[src/shared/adc_seq_params.svh]
// Offsets, field positions, reset values and timing counts of the sequencer
`ifndef ADC_SEQ_PARAMS_SVH
`define ADC_SEQ_PARAMS_SVH
// ----------------------------------------------------------------------------
// Register byte offsets
// ----------------------------------------------------------------------------
`define OFS_CTRL 8'h00
`define OFS_SEL 8'h04
`define OFS_RES_LO 8'h08
`define OFS_RES_HI 8'h0C
`define OFS_STATUS 8'h10
// ----------------------------------------------------------------------------
// Control field positions
// ----------------------------------------------------------------------------
`define CTRL_EN 0
`define CTRL_START 1
`define CTRL_AUTO 2
`define CTRL_DONE 3
`define CTRL_FREE 4
`define CTRL_DIV_LO 5
`define CTRL_DIV_HI 7
// ----------------------------------------------------------------------------
// Reset values, first differential channel and timing, in half converter clock cycles except the trigger sync count in reference clock cycles
// ----------------------------------------------------------------------------
`define SEL_RESET 7'h00
`define DIV_RESET 3'h0
`define DIFF_FIRST 5'h08
`define SH_NORM 6'h03
`define DONE_NORM 6'h1A
`define SH_EXT 6'h1B
`define DONE_EXT 6'h32
`define SH_TRIG 6'h04
`define DONE_TRIG 6'h1B
`define SYNC_SLIP 6'h02
`define TRIG_SYNC_CYC 2'h3
`endif

[src/shared/adc_seq_pkg.sv]
// Types shared by the conversion sequencer and its bench
package adc_seq_pkg;
    typedef struct packed {
        logic psel;
        logic penable;
        logic pwrite;
        logic [7:0] paddr;
        logic [31:0] pwdata;
    } apb_req_t;
    typedef struct packed {
        logic pready;
        logic pslverr;
        logic [31:0] prdata;
    } apb_rsp_t;
    typedef struct packed {
        logic enable;
        logic busy;
        logic sample_hold;
        logic conv_clk;
        logic [4:0] channel_select_bits;
        logic [1:0] reference_select_bits;
    } analog_t;
    typedef enum logic [3:0] {
        ST_IDLE = 4'b0001,
        ST_WAIT = 4'b0010,
        ST_SYNC = 4'b0100,
        ST_CONV = 4'b1000
    } seq_state_t;
endpackage

[src/logic/adc_conversion_sequencer.sv]
// Conversion sequencer: prescaler, timing, selection buffer, APB registers
`include "adc_seq_params.svh"
module adc_conversion_sequencer (
    input wire logic REF_CLK_IN,
    input wire logic RESET_N_IN,
    input wire logic CE_IN,
    input wire adc_seq_pkg::apb_req_t APB_REQ_IN,
    output adc_seq_pkg::apb_rsp_t APB_RSP_OUT,
    input wire logic TRIGGER_IN,
    input wire logic [9:0] RESULT_IN,
    output adc_seq_pkg::analog_t ANALOG_OUT
);
    // ------------------------------------------------------------------
    // State
    // ------------------------------------------------------------------
    typedef struct packed {
        adc_seq_pkg::seq_state_t fsm;
        logic [6:0] presc;
        logic ck2;
        logic [5:0] hcnt;
        logic [5:0] sh_at;
        logic [5:0] done_at;
        logic [1:0] sync;
        logic first;
        logic en;
        logic start;
        logic auto_en;
        logic free_src;
        logic done;
        logic [2:0] divsel;
        logic [6:0] tmp_sel;
        logic [6:0] act_sel;
        logic [9:0] result;
        logic lock;
        logic trig_prev;
        adc_seq_pkg::apb_rsp_t rsp;
        adc_seq_pkg::analog_t ana;
    } seq_regs_t;

    seq_regs_t st_q, st_d;
    logic rst_meta_q, rst_sync_q;
    logic [6:0] last;
    logic rise, htick, trig_edge, diff, access, complete;
    logic [31:0] rd;

    // Last prescaler count for the chosen power-of-two ratio
    function automatic logic [6:0] div_last(input logic [2:0] s);
        if (s == 3'h0) return 7'h01;
        return 7'((8'h01 << s) - 8'h01);
    endfunction

    // Sample-hold and completion points in half converter cycles
    function automatic logic [11:0] conv_time(input logic ext,
                                              input logic trig,
                                              input logic slow);
        if (ext) return {`SH_EXT, `DONE_EXT};
        if (trig) return {`SH_TRIG, `DONE_TRIG};
        if (slow) return {`SH_NORM + `SYNC_SLIP, `DONE_NORM + `SYNC_SLIP};
        return {`SH_NORM, `DONE_NORM};
    endfunction

    // ------------------------------------------------------------------
    // Reset release
    // ------------------------------------------------------------------
    // Two-stage release of the asynchronous reset
    always_ff @(posedge REF_CLK_IN or negedge RESET_N_IN) begin
        if (!RESET_N_IN) begin
            rst_meta_q <= 1'b0;
            rst_sync_q <= 1'b0;
        end else begin
            rst_meta_q <= 1'b1;
            rst_sync_q <= rst_meta_q;
        end
    end

    // ------------------------------------------------------------------
    // Next state
    // ------------------------------------------------------------------
    // Tick decode shared by the sequencer and the checks
    assign last = div_last(st_q.divsel);
    assign rise = st_q.en && (st_q.presc >= last); // Wraps after a ratio cut
    assign htick = rise || (st_q.en && (st_q.presc == (last >> 1)));
    assign trig_edge = TRIGGER_IN && !st_q.trig_prev;
    assign diff = st_q.act_sel[4:0] >= `DIFF_FIRST;
    assign access = APB_REQ_IN.psel && APB_REQ_IN.penable;
    assign complete = (st_q.fsm == adc_seq_pkg::ST_CONV) && htick &&
                      ({1'b0, st_q.hcnt} + 7'h01 == {1'b0, st_q.done_at});

    // Sequencer, prescaler and register file
    always_comb begin
        st_d = st_q;
        rd = 32'h0000_0000;
        st_d.rsp.pready = 1'b0;
        st_d.ana.sample_hold = 1'b0;
        st_d.trig_prev = TRIGGER_IN;
        // Prescaler free runs only while enabled
        if (!st_q.en || rise) begin
            st_d.presc = 7'h00;
        end else begin
            st_d.presc = st_q.presc + 7'h01;
        end
        if (!st_q.en) begin
            st_d.ck2 = 1'b0;
        end else if (rise) begin
            st_d.ck2 = !st_q.ck2;
        end
        // Read mux
        case (APB_REQ_IN.paddr)
            `OFS_CTRL: rd = {24'h0, st_q.divsel, st_q.free_src, st_q.done,
                             st_q.auto_en, st_q.start, st_q.en};
            `OFS_SEL: rd = {17'h0, st_q.act_sel, 1'b0, st_q.tmp_sel};
            `OFS_RES_LO: rd = {24'h0, st_q.result[7:0]};
            `OFS_RES_HI: rd = {30'h0, st_q.result[9:8]};
            `OFS_STATUS: rd = {28'h0, st_q.first, st_q.lock, st_q.ck2,
                               st_q.fsm == adc_seq_pkg::ST_CONV};
            default: rd = 32'h0000_0000;
        endcase
        // APB: one wait state, effects at the completing edge
        if (access && !st_q.rsp.pready) begin
            st_d.rsp.pready = 1'b1;
            st_d.rsp.prdata = rd;
            st_d.rsp.pslverr = !(APB_REQ_IN.paddr inside {`OFS_CTRL,
                `OFS_SEL, `OFS_RES_LO, `OFS_RES_HI, `OFS_STATUS});
        end
        if (access && st_q.rsp.pready && APB_REQ_IN.pwrite) begin
            case (APB_REQ_IN.paddr)
                `OFS_CTRL: begin
                    st_d.en = APB_REQ_IN.pwdata[`CTRL_EN];
                    st_d.auto_en = APB_REQ_IN.pwdata[`CTRL_AUTO];
                    st_d.free_src = APB_REQ_IN.pwdata[`CTRL_FREE];
                    st_d.divsel = APB_REQ_IN.pwdata[`CTRL_DIV_HI:`CTRL_DIV_LO];
                    if (APB_REQ_IN.pwdata[`CTRL_DONE]) st_d.done = 1'b0;
                    if (APB_REQ_IN.pwdata[`CTRL_START] && st_q.en &&
                        st_q.fsm == adc_seq_pkg::ST_IDLE) begin
                        st_d.start = 1'b1;
                        st_d.fsm = adc_seq_pkg::ST_WAIT;
                    end
                end
                `OFS_SEL: st_d.tmp_sel = APB_REQ_IN.pwdata[6:0];
                default: st_d.tmp_sel = st_q.tmp_sel;
            endcase
        end
        if (access && st_q.rsp.pready && !APB_REQ_IN.pwrite) begin
            if (APB_REQ_IN.paddr == `OFS_RES_LO) st_d.lock = 1'b1;
            if (APB_REQ_IN.paddr == `OFS_RES_HI) st_d.lock = 1'b0;
        end
        // Conversion sequence
        case (st_q.fsm)
            adc_seq_pkg::ST_IDLE: begin
                // Trigger edge while idle; busy edges fall through
                if (st_q.en && st_q.auto_en && !st_q.free_src &&
                    trig_edge) begin
                    st_d.fsm = adc_seq_pkg::ST_SYNC;
                    st_d.sync = `TRIG_SYNC_CYC - 2'h1;
                    st_d.start = 1'b1;
                end
            end
            adc_seq_pkg::ST_WAIT: begin
                if (rise) begin
                    st_d.fsm = adc_seq_pkg::ST_CONV;
                    st_d.hcnt = 6'h00;
                    st_d.first = 1'b0;
                    {st_d.sh_at, st_d.done_at} = conv_time(st_q.first, 1'b0,
                        diff && st_q.ck2);
                end
            end
            adc_seq_pkg::ST_SYNC: begin
                if (st_q.sync == 2'h0) begin
                    st_d.presc = 7'h00;
                    st_d.ck2 = 1'b0;
                    st_d.fsm = adc_seq_pkg::ST_CONV;
                    st_d.hcnt = 6'h00;
                    st_d.first = 1'b0;
                    {st_d.sh_at, st_d.done_at} = conv_time(st_q.first ||
                        diff, 1'b1, 1'b0);
                end else begin
                    st_d.sync = st_q.sync - 2'h1;
                end
            end
            adc_seq_pkg::ST_CONV: begin
                if (htick) begin
                    st_d.hcnt = st_q.hcnt + 6'h01;
                    if (st_q.hcnt + 6'h01 == st_q.sh_at) begin
                        st_d.ana.sample_hold = 1'b1;
                    end
                end
                if (complete) begin
                    st_d.done = 1'b1;
                    if (!st_q.lock) st_d.result = RESULT_IN;
                    st_d.hcnt = 6'h00;
                    if (st_q.auto_en && st_q.free_src) begin
                        {st_d.sh_at, st_d.done_at} = conv_time(1'b0, 1'b0,
                            diff);
                    end else begin
                        st_d.fsm = adc_seq_pkg::ST_IDLE;
                        st_d.start = 1'b0;
                    end
                end
            end
            default: st_d.fsm = adc_seq_pkg::ST_IDLE;
        endcase
        // Active selection follows the buffer except mid-conversion
        if (st_q.fsm != adc_seq_pkg::ST_CONV ||
            {1'b0, st_q.hcnt} + 7'h02 >= {1'b0, st_q.done_at}) begin
            st_d.act_sel = st_q.tmp_sel;
        end
        // Disabled converter aborts and arms the extended conversion
        if (!st_q.en) begin
            st_d.fsm = adc_seq_pkg::ST_IDLE;
            st_d.start = 1'b0;
            st_d.first = 1'b1;
            st_d.hcnt = 6'h00;
        end
        // Front-end outputs, all registered
        st_d.ana.enable = st_d.en;
        st_d.ana.busy = st_d.fsm == adc_seq_pkg::ST_CONV;
        st_d.ana.conv_clk = st_d.en && (st_d.presc > (last >> 1));
        st_d.ana.channel_select_bits = st_d.act_sel[4:0];
        st_d.ana.reference_select_bits = st_d.act_sel[6:5];
    end

    // ------------------------------------------------------------------
    // State register
    // ------------------------------------------------------------------
    // Clock enable freezes everything
    always_ff @(posedge REF_CLK_IN or negedge rst_sync_q) begin
        if (!rst_sync_q) begin
            st_q <= '0;
            st_q.fsm <= adc_seq_pkg::ST_IDLE;
            st_q.first <= 1'b1;
            st_q.tmp_sel <= `SEL_RESET;
            st_q.act_sel <= `SEL_RESET;
            st_q.divsel <= `DIV_RESET;
        end else if (CE_IN) begin
            st_q <= st_d;
        end
    end

    assign APB_RSP_OUT = st_q.rsp;
    assign ANALOG_OUT = st_q.ana;
endmodule // adc_conversion_sequencer

[config.mk]
export PLATFORM = sky130hd
export DESIGN_NAME = adc_conversion_sequencer
export DESIGN_NICKNAME = d
export VERILOG_FILES = /design/src/shared/adc_seq_pkg.sv /design/src/logic/adc_conversion_sequencer.sv
export VERILOG_INCLUDE_DIRS = /design/src /design/src/shared
export SDC_FILE = /design/constraint.sdc
export NUM_CORES = 1
export LEC_CHECK = 0
export BUFFER_PORTS_ARGS = -buffer_cell sky130_fd_sc_hd__buf_2
export CORE_ASPECT_RATIO = 2
export CORE_UTILIZATION = 56
export DETAILED_ROUTE_END_ITERATION = 8
export MAX_ROUTING_LAYER = met4
export PLACE_DENSITY = 0.77
export SETUP_SLACK_MARGIN = 0.2
export SYNTH_ARGS = -nofsm -noshare
export SYNTH_HDL_FRONTEND = slang
export SYNTH_SLANG_ARGS = --single-unit
export TNS_END_PERCENT = 20
[constraint.sdc]
create_clock -name REF_CLK_IN -period 7.3 [get_ports REF_CLK_IN]
set_clock_uncertainty 0.1 [all_clocks]
set_input_delay 1.095 -clock REF_CLK_IN [delete_from_list [all_inputs] [get_ports REF_CLK_IN]]
set_output_delay 1.095 -clock REF_CLK_IN [all_outputs]
set_load 0.02 [all_outputs]
==> impl_metrics.env, run 1 <==
export IMPL_r2r_start="st_q[73]"
export IMPL_grt_use_met2_pct=49.1
export IMPL_cts_tree="done"
export IMPL_gr_total_overflow=0
export IMPL_cts_clk_slew_worst_paths_ns=0.06
export IMPL_p_int_mw=0.764
export IMPL_fp_dieH_um=140
export IMPL_p_seq_share_pct=49.8
export IMPL_synth_area_um2=5310
export IMPL_pwr_share_comb_pct=6.4
export IMPL_synthFlopType="dfrtp_1"
export IMPL_grt_use_total_pct=27.3
export IMPL_path_cells="o21ai_0 -> ha_1 -> a21oi_1 -> o21ai_0 -> nor3_1 -> and2_1 -> ha_1 -> a21o_1 -> a21oi_1 -> o21ai_0 -> o21ai_0 -> a21oi_1 -> mux2_2"
export IMPL_dr_first_iter_drc_count=257
export IMPL_whs_ns=0.276
export IMPL_cp_arrival_ns=4.09
export IMPL_cp_end_kind="flip-flop"
export IMPL_min_path_cells=0
export IMPL_crit_fanout=13
export IMPL_core_area_um2=9260
export IMPL_ys_seq_area_share_pct=40.6
export IMPL_p_leak_nw=2.71
export IMPL_ir_worst_vdd_mv=0.177
export IMPL_grt_pass1_wl_um=20400
export IMPL_place_inst=680
export IMPL_grt_max_degree=85
export IMPL_use_met1_pct=26.8
export IMPL_antenna_found_initial=0
export IMPL_gp_congestion=0.910
export IMPL_dpl_hpwl_um=9510
export IMPL_final_common_cell="dfrtp_1"
export IMPL_setup_violations=0
export IMPL_p_per_area_nw_per_um2=178
export IMPL_ios=102
export IMPL_crit_type="flip-flop to flip-flop"
export IMPL_clockPowerShare_pct=43.9
export IMPL_r2r_end="ANALOG_OUT[7]"
export IMPL_synth_edf_count=0
export IMPL_crit_path_frequent_cell="o21ai_0"
export IMPL_switching_share_pct=24.4
export IMPL_avgRoutedWirePerCell_um=17.9
export IMPL_io_buffers=60
export IMPL_busiest_layer="met2"
export IMPL_die_area_um2=9900
export IMPL_dp_slack_ns=3.43
export IMPL_drv_slew=0
export IMPL_grt_util_met3_pct=4.27
export IMPL_avgSynthCellArea_um2=9.37
export IMPL_max_freq_mhz=252
export IMPL_vias=4266
export IMPL_syn_inst=567
export IMPL_worst_r2r_path_depth=13
export IMPL_rsz0062_at_grt="false"
export IMPL_fin_crit_ns=3.96
export IMPL_final_nets=666
export IMPL_initial_utilization_pct=57.4
export IMPL_worstSkewPairLatency_ns=0.34
export IMPL_cts_resized=0
export IMPL_drc=0
export IMPL_critPathSlowestCell="nor3_1"
export IMPL_grt_pass1_vias=4363
export IMPL_cts_hold_buf=0
export IMPL_finalNonFillerCells=696
export IMPL_ff2ff_setup_slack_ns=3.34
export IMPL_cp_required_ns=7.43
export IMPL_worstSetupStartpointType="flip-flop"
export IMPL_area_growth_pct=6.78
export IMPL_die_x_um=70.9
export IMPL_postSynth_asyncResetShare_pct=100
export IMPL_postCtsSetupBuffers=0
export IMPL_first_pass_iters=6
export IMPL_ant_nets=0
export IMPL_hold_violations=0
export IMPL_drv_cap=0
export IMPL_htreeDepth=3
export IMPL_finalCritPeriodShare_pct=54.3
export IMPL_ys_ff_latch=86
export IMPL_setup_tns_final_ns=0
export IMPL_relSlewSlack_pct=29.7
export IMPL_worstHoldStart="rst_meta_q"
export IMPL_wirelength_um=12400
export IMPL_cts_buffer_depth=2
export IMPL_cts_buffers=9
export IMPL_drive_gt1_share_pct=21.1
export IMPL_yosys_warnings=0
export IMPL_hold_class="flip-flop to flip-flop"
export IMPL_via_per_inst=6.13
export IMPL_final_cell_mix="dfrtp_1 (83), nand2_1 (67), buf_2 (60), o21ai_0 (46), mux2_2 (35)"
export IMPL_status="finished clean"
export IMPL_cts_sinks=86
export IMPL_setup_ws_ns=3.34
export IMPL_min_to="rst_sync_q"
export IMPL_std_cell_rows=50
export IMPL_slowest_delay_ns=0.85
export IMPL_tightest_slew_ns=1.06
export IMPL_p_sw_mw=0.247
export IMPL_diodes=0
export IMPL_clockRootBuffer="clkbuf_16"
export IMPL_ys_types=63
-- final cells by class --
class	count	area (um2)
Clock buffer	11	253
Timing Repair Buffer	62	315
Tap cell	104	130
Fill cell	799	3590
Multi-Input combinational cell	403	2680
Inverter	25	93.8
Sequential cell	86	2160
Clock inverter	5	41.3
-- routing by layer --
layer  vias to the layer above  routed length (um)
li1                       1983                   -
met1                      2079                4380
met2                       157                6970
met3                        47                 511
met4                         0                 575
met5                         -                   0
-- logic make-up (layout without fill, tap and decap cells) --
family / after synthesis / count (layout) / synth area share, %
simple gates: 169 / 169 / 15.8
other cells: 2 / 18 / 0.141
mux: 38 / 38 / 7.98
fa+ha+maj: 22 / 22 / 5.18
buf+inv: 94 / 103 / 10.1
xor+xnor: 24 / 24 / 4.22
compound gates: 132 / 132 / 16.0
flops: 86 / 86 / 40.6
-- state kept, by name, summed over array words and instances, names as in the netlist --
signal / flops
ANALOG_OUT: 4
APB_RSP_OUT: 17
rst_meta_q: 1
rst_sync_q: 1
st_q: 63
-- worst max-delay path by stage --
stage	startpoint	to	cells after the start
3_5_place_dp	st_q[72]	ANALOG_OUT[7]	13
4_1_cts	st_q[73]	ANALOG_OUT[7]	13
3_3_place_gp	st_q[72]	ANALOG_OUT[7]	13
6_report	st_q[73]	ANALOG_OUT[7]	13
2_1_floorplan	st_q[72]	ANALOG_OUT[7]	14
5_1_grt	st_q[72]	ANALOG_OUT[7]	13
-- power by group through the flow --
stage	sequential, mW	combinational, mW	clock (mW)
finish	0.503	0.0646	0.444
global route	0.506	0.0700	0.472
CTS	0.504	0.0643	0.451
detailed placement	0.513	0.0637	0
global placement	0.512	0.0621	0
floorplan	0.508	0.0549	0
-- synth_stat cells (5+ instances only) --
cell type	count	area [um2]
buf_4	45	338
a31oi_1	5	31.3
xor2_1	8	70.1
clkbuf_1	17	63.8
xnor2_1	15	131
nand4_1	5	31.3
and3_1	6	37.5
buf_2	5	25.0
nand3_1	19	95.1
nand2b_1	5	31.3
a222oi_1	5	50.1
nor2_1	28	105
a21o_1	9	67.6
inv_1	25	93.8
ha_1	22	275
nor3_1	8	40.0
nand2_1	67	251
dfrtp_1	84	2100
o21ai_0	46	230
mux2_2	35	394
a21oi_1	26	130
-- per-stage QoR --
stage / total power [mW] / util [%] / instance area (um2)
CTS: 1.02 / 61.3 / 5670
global route: 1.05 / 61.3 / 5670
detailed placement: 0.577 / 58.1 / 5380
global placement: 0.574 / 58.1 / 5380
floorplan: 0.563 / - / 5370
finish: 1.01 / 61.3 / 5670
-- worst max-delay path, delay by kind of cell (launching register included) --
family	cells	cell delay, ns
adder cells (fa/ha/maj)	2	0.62
flip-flops	1	0.60
AND/OR/NAND/NOR	2	1.10
multiplexers	1	0.27
AO/OA/AOI/OAI	8	1.17
Note: power is estimated with default switching activity, not from simulation.
==> inputs of run 2 (changes only) <==
==> constraint.sdc (replaced) <==
create_clock -name REF_CLK_IN -period 4 [get_ports REF_CLK_IN]
set_clock_uncertainty 0.1 [all_clocks]
set_input_delay 0.6 -clock REF_CLK_IN [delete_from_list [all_inputs] [get_ports REF_CLK_IN]]
set_output_delay 0.6 -clock REF_CLK_IN [all_outputs]
set_load 0.02 [all_outputs]
==> impl_metrics.env, run 2 (same netlist as run 1, synthesis figures left out) <==
export IMPL_status="complete, but fails checks"
export IMPL_violations="DRC"
export IMPL_fp_dieH_um=140
export IMPL_cp_end_kind="flip-flop"
export IMPL_crit_end="ANALOG_OUT[7]"
export IMPL_antenna_found_initial=0
export IMPL_postCtsSetupBuffers=0
export IMPL_cts_sinks=86
export IMPL_std_cell_rows=50
export IMPL_worstSetupStartpointType="flip-flop"
export IMPL_wirelength_um=12700
export IMPL_worst_r2r_path_depth=14
export IMPL_cts_tree="done"
export IMPL_tightest_slew_ns=1.08
export IMPL_ir_worst_vdd_mv=0.333
export IMPL_critPathSlowestCell="dfrtp_1"
export IMPL_ant_nets=0
export IMPL_dr_first_iter_drc_count=324
export IMPL_finalNonFillerCells=703
export IMPL_use_met1_pct=28.2
export IMPL_grt_use_total_pct=27.7
export IMPL_io_buffers=60
export IMPL_place_area_um2=5420
export IMPL_gp_congestion=0.939
export IMPL_seqCellArea_um2=2160
export IMPL_drc=2
export IMPL_die_area_um2=9900
export IMPL_gr_total_overflow=0
export IMPL_grt_pass1_vias=4300
export IMPL_finalCritPeriodShare_pct=84.6
export IMPL_final_common_cell="dfrtp_1"
export IMPL_grt_use_met2_pct=47.8
export IMPL_multi_input_area_um2=2680
export IMPL_r2r_end="ANALOG_OUT[7]"
export IMPL_crit_fanout=10
export IMPL_grt_util_met3_pct=4.92
export IMPL_cts_buffers=9
export IMPL_hold_class="flip-flop to flip-flop"
export IMPL_cts_clk_slew_worst_paths_ns=0.06
export IMPL_fin_crit_ns=3.38
export IMPL_via_per_inst=6.11
export IMPL_htreeDepth=3
export IMPL_slowest_delay_ns=0.53
export IMPL_crit_type="flip-flop to flip-flop"
export IMPL_place_inst=686
export IMPL_r2r_start="st_q[72]"
export IMPL_grt_pass1_wl_um=20600
export IMPL_grt_max_degree=85
export IMPL_area_growth_pct=8.05
export IMPL_p_per_area_nw_per_um2=332
export IMPL_initial_utilization_pct=57.4
export IMPL_path_cells="nand3_1 -> ha_1 -> a21oi_1 -> o21ai_0 -> nor2_1 -> nand3_1 -> nor2_1 -> ha_1 -> a21o_1 -> a21oi_1 -> o21ai_0 -> o21ai_0 -> a21oi_1 -> mux2_2"
export IMPL_max_freq_mhz=296
export IMPL_drv_cap=0
export IMPL_regMostFlops="st_q"
export IMPL_core_area_um2=9260
export IMPL_cp_required_ns=4.13
export IMPL_whs_ns=0.260
export IMPL_relSlewSlack_pct=28.1
export IMPL_largest_reg_flops=63
export IMPL_ff2ff_setup_slack_ns=0.62
export IMPL_clockRootBuffer="clkbuf_16"
export IMPL_hold_violations=0
export IMPL_vias=4294
export IMPL_diodes=0
export IMPL_nFillCells=785
export IMPL_postLayoutCellArea_um2=5740
export IMPL_cts_buffer_depth=2
export IMPL_p_leak_nw=2.75
export IMPL_ios=102
export IMPL_dpl_hpwl_um=9560
export IMPL_final_nets=673
export IMPL_drv_slew=0
export IMPL_busiest_layer="met2"
export IMPL_avgRoutedWirePerCell_um=18.1
export IMPL_die_x_um=70.9
export IMPL_worstSkewPairLatency_ns=0.35
export IMPL_final_cell_mix="dfrtp_1 (82), nand2_1 (67), buf_2 (60), o21ai_0 (45), mux2_2 (35)"
export IMPL_drive_gt1_share_pct=22.0
export IMPL_setup_worst_path_start="st_q[72]"
export IMPL_setup_tns_final_ns=0
export IMPL_fin_util_pct=62.0
export IMPL_setup_violations=0
export IMPL_cp_arrival_ns=3.52
export IMPL_first_pass_iters=9
export IMPL_rsz0062_at_grt="false"
[run 2: cell count changes in the layout (fill, tap and decap cells not counted), sizes merged]
cell         delta
clkbuf          -2
clkinv          +1
dlygate4sd3     +1
bufinv          +1
inv             +1
buf             +6
clkinvlp        -1
[run 2: through the flow]
stage	power [mW]	setup slack (ns)
4_1_cts	1.92	0.542
3_5_place_dp	1.05	0.543
2_1_floorplan	1.03	0.744
6_report	1.91	0.616
5_1_grt	1.97	0.310
3_3_place_gp	1.05	0.598
[run 2: per-layer routing]
layer | part of all wire, % | up-vias
met5 | 0 | -
met4 | 5.3 | 0
met3 | 4.0 | 54
met2 | 55 | 164
met1 | 35 | 2080
li1 | - | 1996
[run 2: cell type report]
cell class                      instances  share of cell area, %
Timing Repair Buffer                   69                   6.45
Clock buffer                            9                   3.92
Multi-Input combinational cell        403                   46.7
Tap cell                              104                   2.27
Clock inverter                          7                   1.39
Inverter                               25                   1.63
Sequential cell                        86                   37.6
[run 2: power by group]
part	switching [mW]	internal [mW]
Clock	0.374	0.493
Combinational	0.0741	0.0472
Sequential	0.0286	0.890
[run 2: worst max-delay path: cells and delay by family (launching register included)]
| kind | cells | cell delay, ns |
|---|---|---|
| simple gates | 4 | 0.89 |
| compound gates | 7 | 0.88 |
| fa+ha+maj | 2 | 0.62 |
| flops | 1 | 0.53 |
| mux | 1 | 0.27 |
[run 2: repair_timing]
| action | 4_1_cts | 5_1_grt |
|---|---|---|
| gates resized for setup | 0 | 2 |
| setup endpoints to repair | 0 | 1 |
| hold endpoints to repair | 2 | 0 |
| hold buffers | 1 | 0 |
[run 2: worst min-delay path by stage]
| stage | start | to | slack, ns | cells past startpoint |
|---|---|---|---|---|
| floorplan | RESET_N_IN | rst_meta_q | 0.20 | 0 |
| global placement | rst_meta_q | rst_sync_q | 0.24 | 0 |
| detailed placement | rst_meta_q | rst_sync_q | 0.24 | 0 |
| CTS | rst_meta_q | rst_sync_q | 0.26 | 0 |
| global route | rst_meta_q | rst_sync_q | 0.27 | 0 |
| finish | rst_meta_q | rst_sync_q | 0.26 | 0 |
==> inputs of run 3 (changes only) <==
==> constraint.sdc (replaced) <==
create_clock -name REF_CLK_IN -period 3.3 [get_ports REF_CLK_IN]
set_clock_uncertainty 0.1 [all_clocks]
set_input_delay 0.495 -clock REF_CLK_IN [delete_from_list [all_inputs] [get_ports REF_CLK_IN]]
set_output_delay 0.495 -clock REF_CLK_IN [all_outputs]
set_load 0.02 [all_outputs]
==> impl_metrics.env, run 3 (same netlist as run 1, synthesis figures left out) <==
export IMPL_worstHoldStart="rst_meta_q"
export IMPL_grt_pass1_vias=4394
export IMPL_initial_utilization_pct=57.4
export IMPL_path_cells="nand3_1 -> ha_4 -> nand4_1 -> a21oi_4 -> nor2_4 -> nand3_2 -> nor2_2 -> ha_1 -> a21o_1 -> a21oi_1 -> o21ai_0 -> o21ai_0 -> a21oi_1 -> mux2_2"
export IMPL_cp_required_ns=3.44
export IMPL_setup_ws_ns=0.285
export IMPL_min_to="rst_sync_q"
export IMPL_crit_type="flip-flop to flip-flop"
export IMPL_fp_dieH_um=140
export IMPL_critPathSlowestCell="dfrtp_2"
export IMPL_final_cell_mix="dfrtp_1 (80), nand2_1 (67), buf_2 (60), o21ai_0 (45), mux2_2 (35)"
export IMPL_fin_util_pct=64.6
export IMPL_tightest_slew_ns=1.10
export IMPL_drv_cap=0
export IMPL_avgRoutedWirePerCell_um=18.5
export IMPL_p_leak_nw=2.86
export IMPL_cts_tree="done"
export IMPL_min_path_cells=0
export IMPL_area_growth_pct=12.6
export IMPL_worstSetupStartpointType="flip-flop"
export IMPL_rsz0062_at_grt="true"
export IMPL_ios=102
export IMPL_gr_total_overflow=0
export IMPL_slowest_delay_ns=0.45
export IMPL_r2r_start="st_q[73]"
export IMPL_power_mw=2.26
export IMPL_cts_sinks=86
export IMPL_antenna_found_initial=0
export IMPL_hold_class="flip-flop to flip-flop"
export IMPL_drv_slew=0
export IMPL_final_common_cell="dfrtp_1"
export IMPL_largest_reg_flops=63
export IMPL_ant_nets=0
export IMPL_grt_max_degree=85
export IMPL_drc=0
export IMPL_via_per_inst=6.12
export IMPL_setup_violations=0
export IMPL_critical_path_buf_inv_count=0
export IMPL_r2r_end="ANALOG_OUT[7]"
export IMPL_io_buffers=60
export IMPL_wirelength_um=13400
export IMPL_die_x_um=70.9
export IMPL_drive_gt1_share_pct=27.5
export IMPL_grt_pass1_wl_um=21100
export IMPL_die_area_um2=9900
export IMPL_status="finished clean"
export IMPL_final_nets=696
export IMPL_gp_congestion=0.931
export IMPL_worstSkewPairLatency_ns=0.35
export IMPL_crit_cells=14
export IMPL_cp_top_family="compound AO/OA/AOI/OAI gates"
export IMPL_ff2ff_setup_slack_ns=0.29
export IMPL_clockRootBuffer="clkbuf_16"
export IMPL_htreeDepth=3
export IMPL_cts_buffers=9
export IMPL_p_per_area_nw_per_um2=378
export IMPL_hold_violations=0
export IMPL_relSlewSlack_pct=26.9
export IMPL_std_cell_rows=50
export IMPL_dr_first_iter_drc_count=224
export IMPL_vias=4444
export IMPL_ir_worst_vdd_mv=0.353
export IMPL_first_pass_iters=9
export IMPL_grt_use_total_pct=28.7
export IMPL_cp_end_kind="flip-flop"
export IMPL_setup_tns_final_ns=0
export IMPL_dpl_hpwl_um=9990
export IMPL_core_area_um2=9260
export IMPL_fin_crit_ns=3.01
export IMPL_dp_slack_ns=0.0840
export IMPL_regMostFlops="st_q"
export IMPL_cp_arrival_ns=3.15
export IMPL_worst_r2r_path_depth=14
export IMPL_max_freq_mhz=332
export IMPL_cts_clk_slew_worst_paths_ns=0.07
export IMPL_diodes=0
export IMPL_finalCritPeriodShare_pct=91.4
export IMPL_cts_buffer_depth=2
export IMPL_crit_fanout=8
-- run 3: changes by cell type in the layout (fill, tap and decap cells not counted), sizes merged --
cell / before / now
clkbuf: 9 / 10
bufinv: 1 / 0
buf: 68 / 91
-- run 3: cell type report --
type,instances,area (um2)
fill,769,3270
multi-input combinational,403,2760
sequential,86,2160
timing repair buffer,92,543
clock buffer,10,239
tap,104,130
inverter,25,93.8
clock inverter,6,53.8
-- run 3: metrics by stage --
stage	instance area, um2	hold WS, ns	instances
after global routing	5980	0.267	726
after global placement	5570	0.180	705
final	5980	0.265	726
after CTS	5880	0.263	722
after detailed placement	5570	0.184	705
after floorplan	5380	0.0994	583
-- run 3: per-layer routing --
layer  routed length, um  global-route usage [%]  vias to the layer above
li1                    -                       -                     2046
met1                4630                    27.5                     2200
met2                7520                    51.5                      148
met4                 697                    18.0                        0
met5                   0                       -                        -
met3                 549                    5.07                       50
-- run 3: worst register-to-register path, delay by kind of cell (launching register included) --
family	cells	cell delay, ns
AND/OR/NAND/NOR	5	0.56
flip-flops	1	0.45
AO/OA/AOI/OAI	6	0.88
multiplexers	1	0.27
adder cells (fa/ha/maj)	2	0.64
-- run 3: worst max-delay path by stage --
stage / from / endpoint
floorplan: st_q[73] / ANALOG_OUT[7]
global placement: st_q[73] / st_q[98]
detailed placement: st_q[73] / st_q[97]
CTS: st_q[73] / ANALOG_OUT[7]
global route: st_q[73] / ANALOG_OUT[7]
finish: st_q[73] / ANALOG_OUT[7]
-- run 3: what timing repair did --
action | in CTS | in global routing
setup buffers | 0 | 4
setup endpoints to repair | 5 | 16
pin swaps | 0 | 3
gates resized for setup | 2 | 16
hold endpoints to repair | 2 | 0
hold buffers | 1 | 0
-- run 3: report_power, final --
part | switching, mW | internal (mW)
registers | 0.0348 | 1.08
logic | 0.0897 | 0.0591
clock network | 0.456 | 0.544
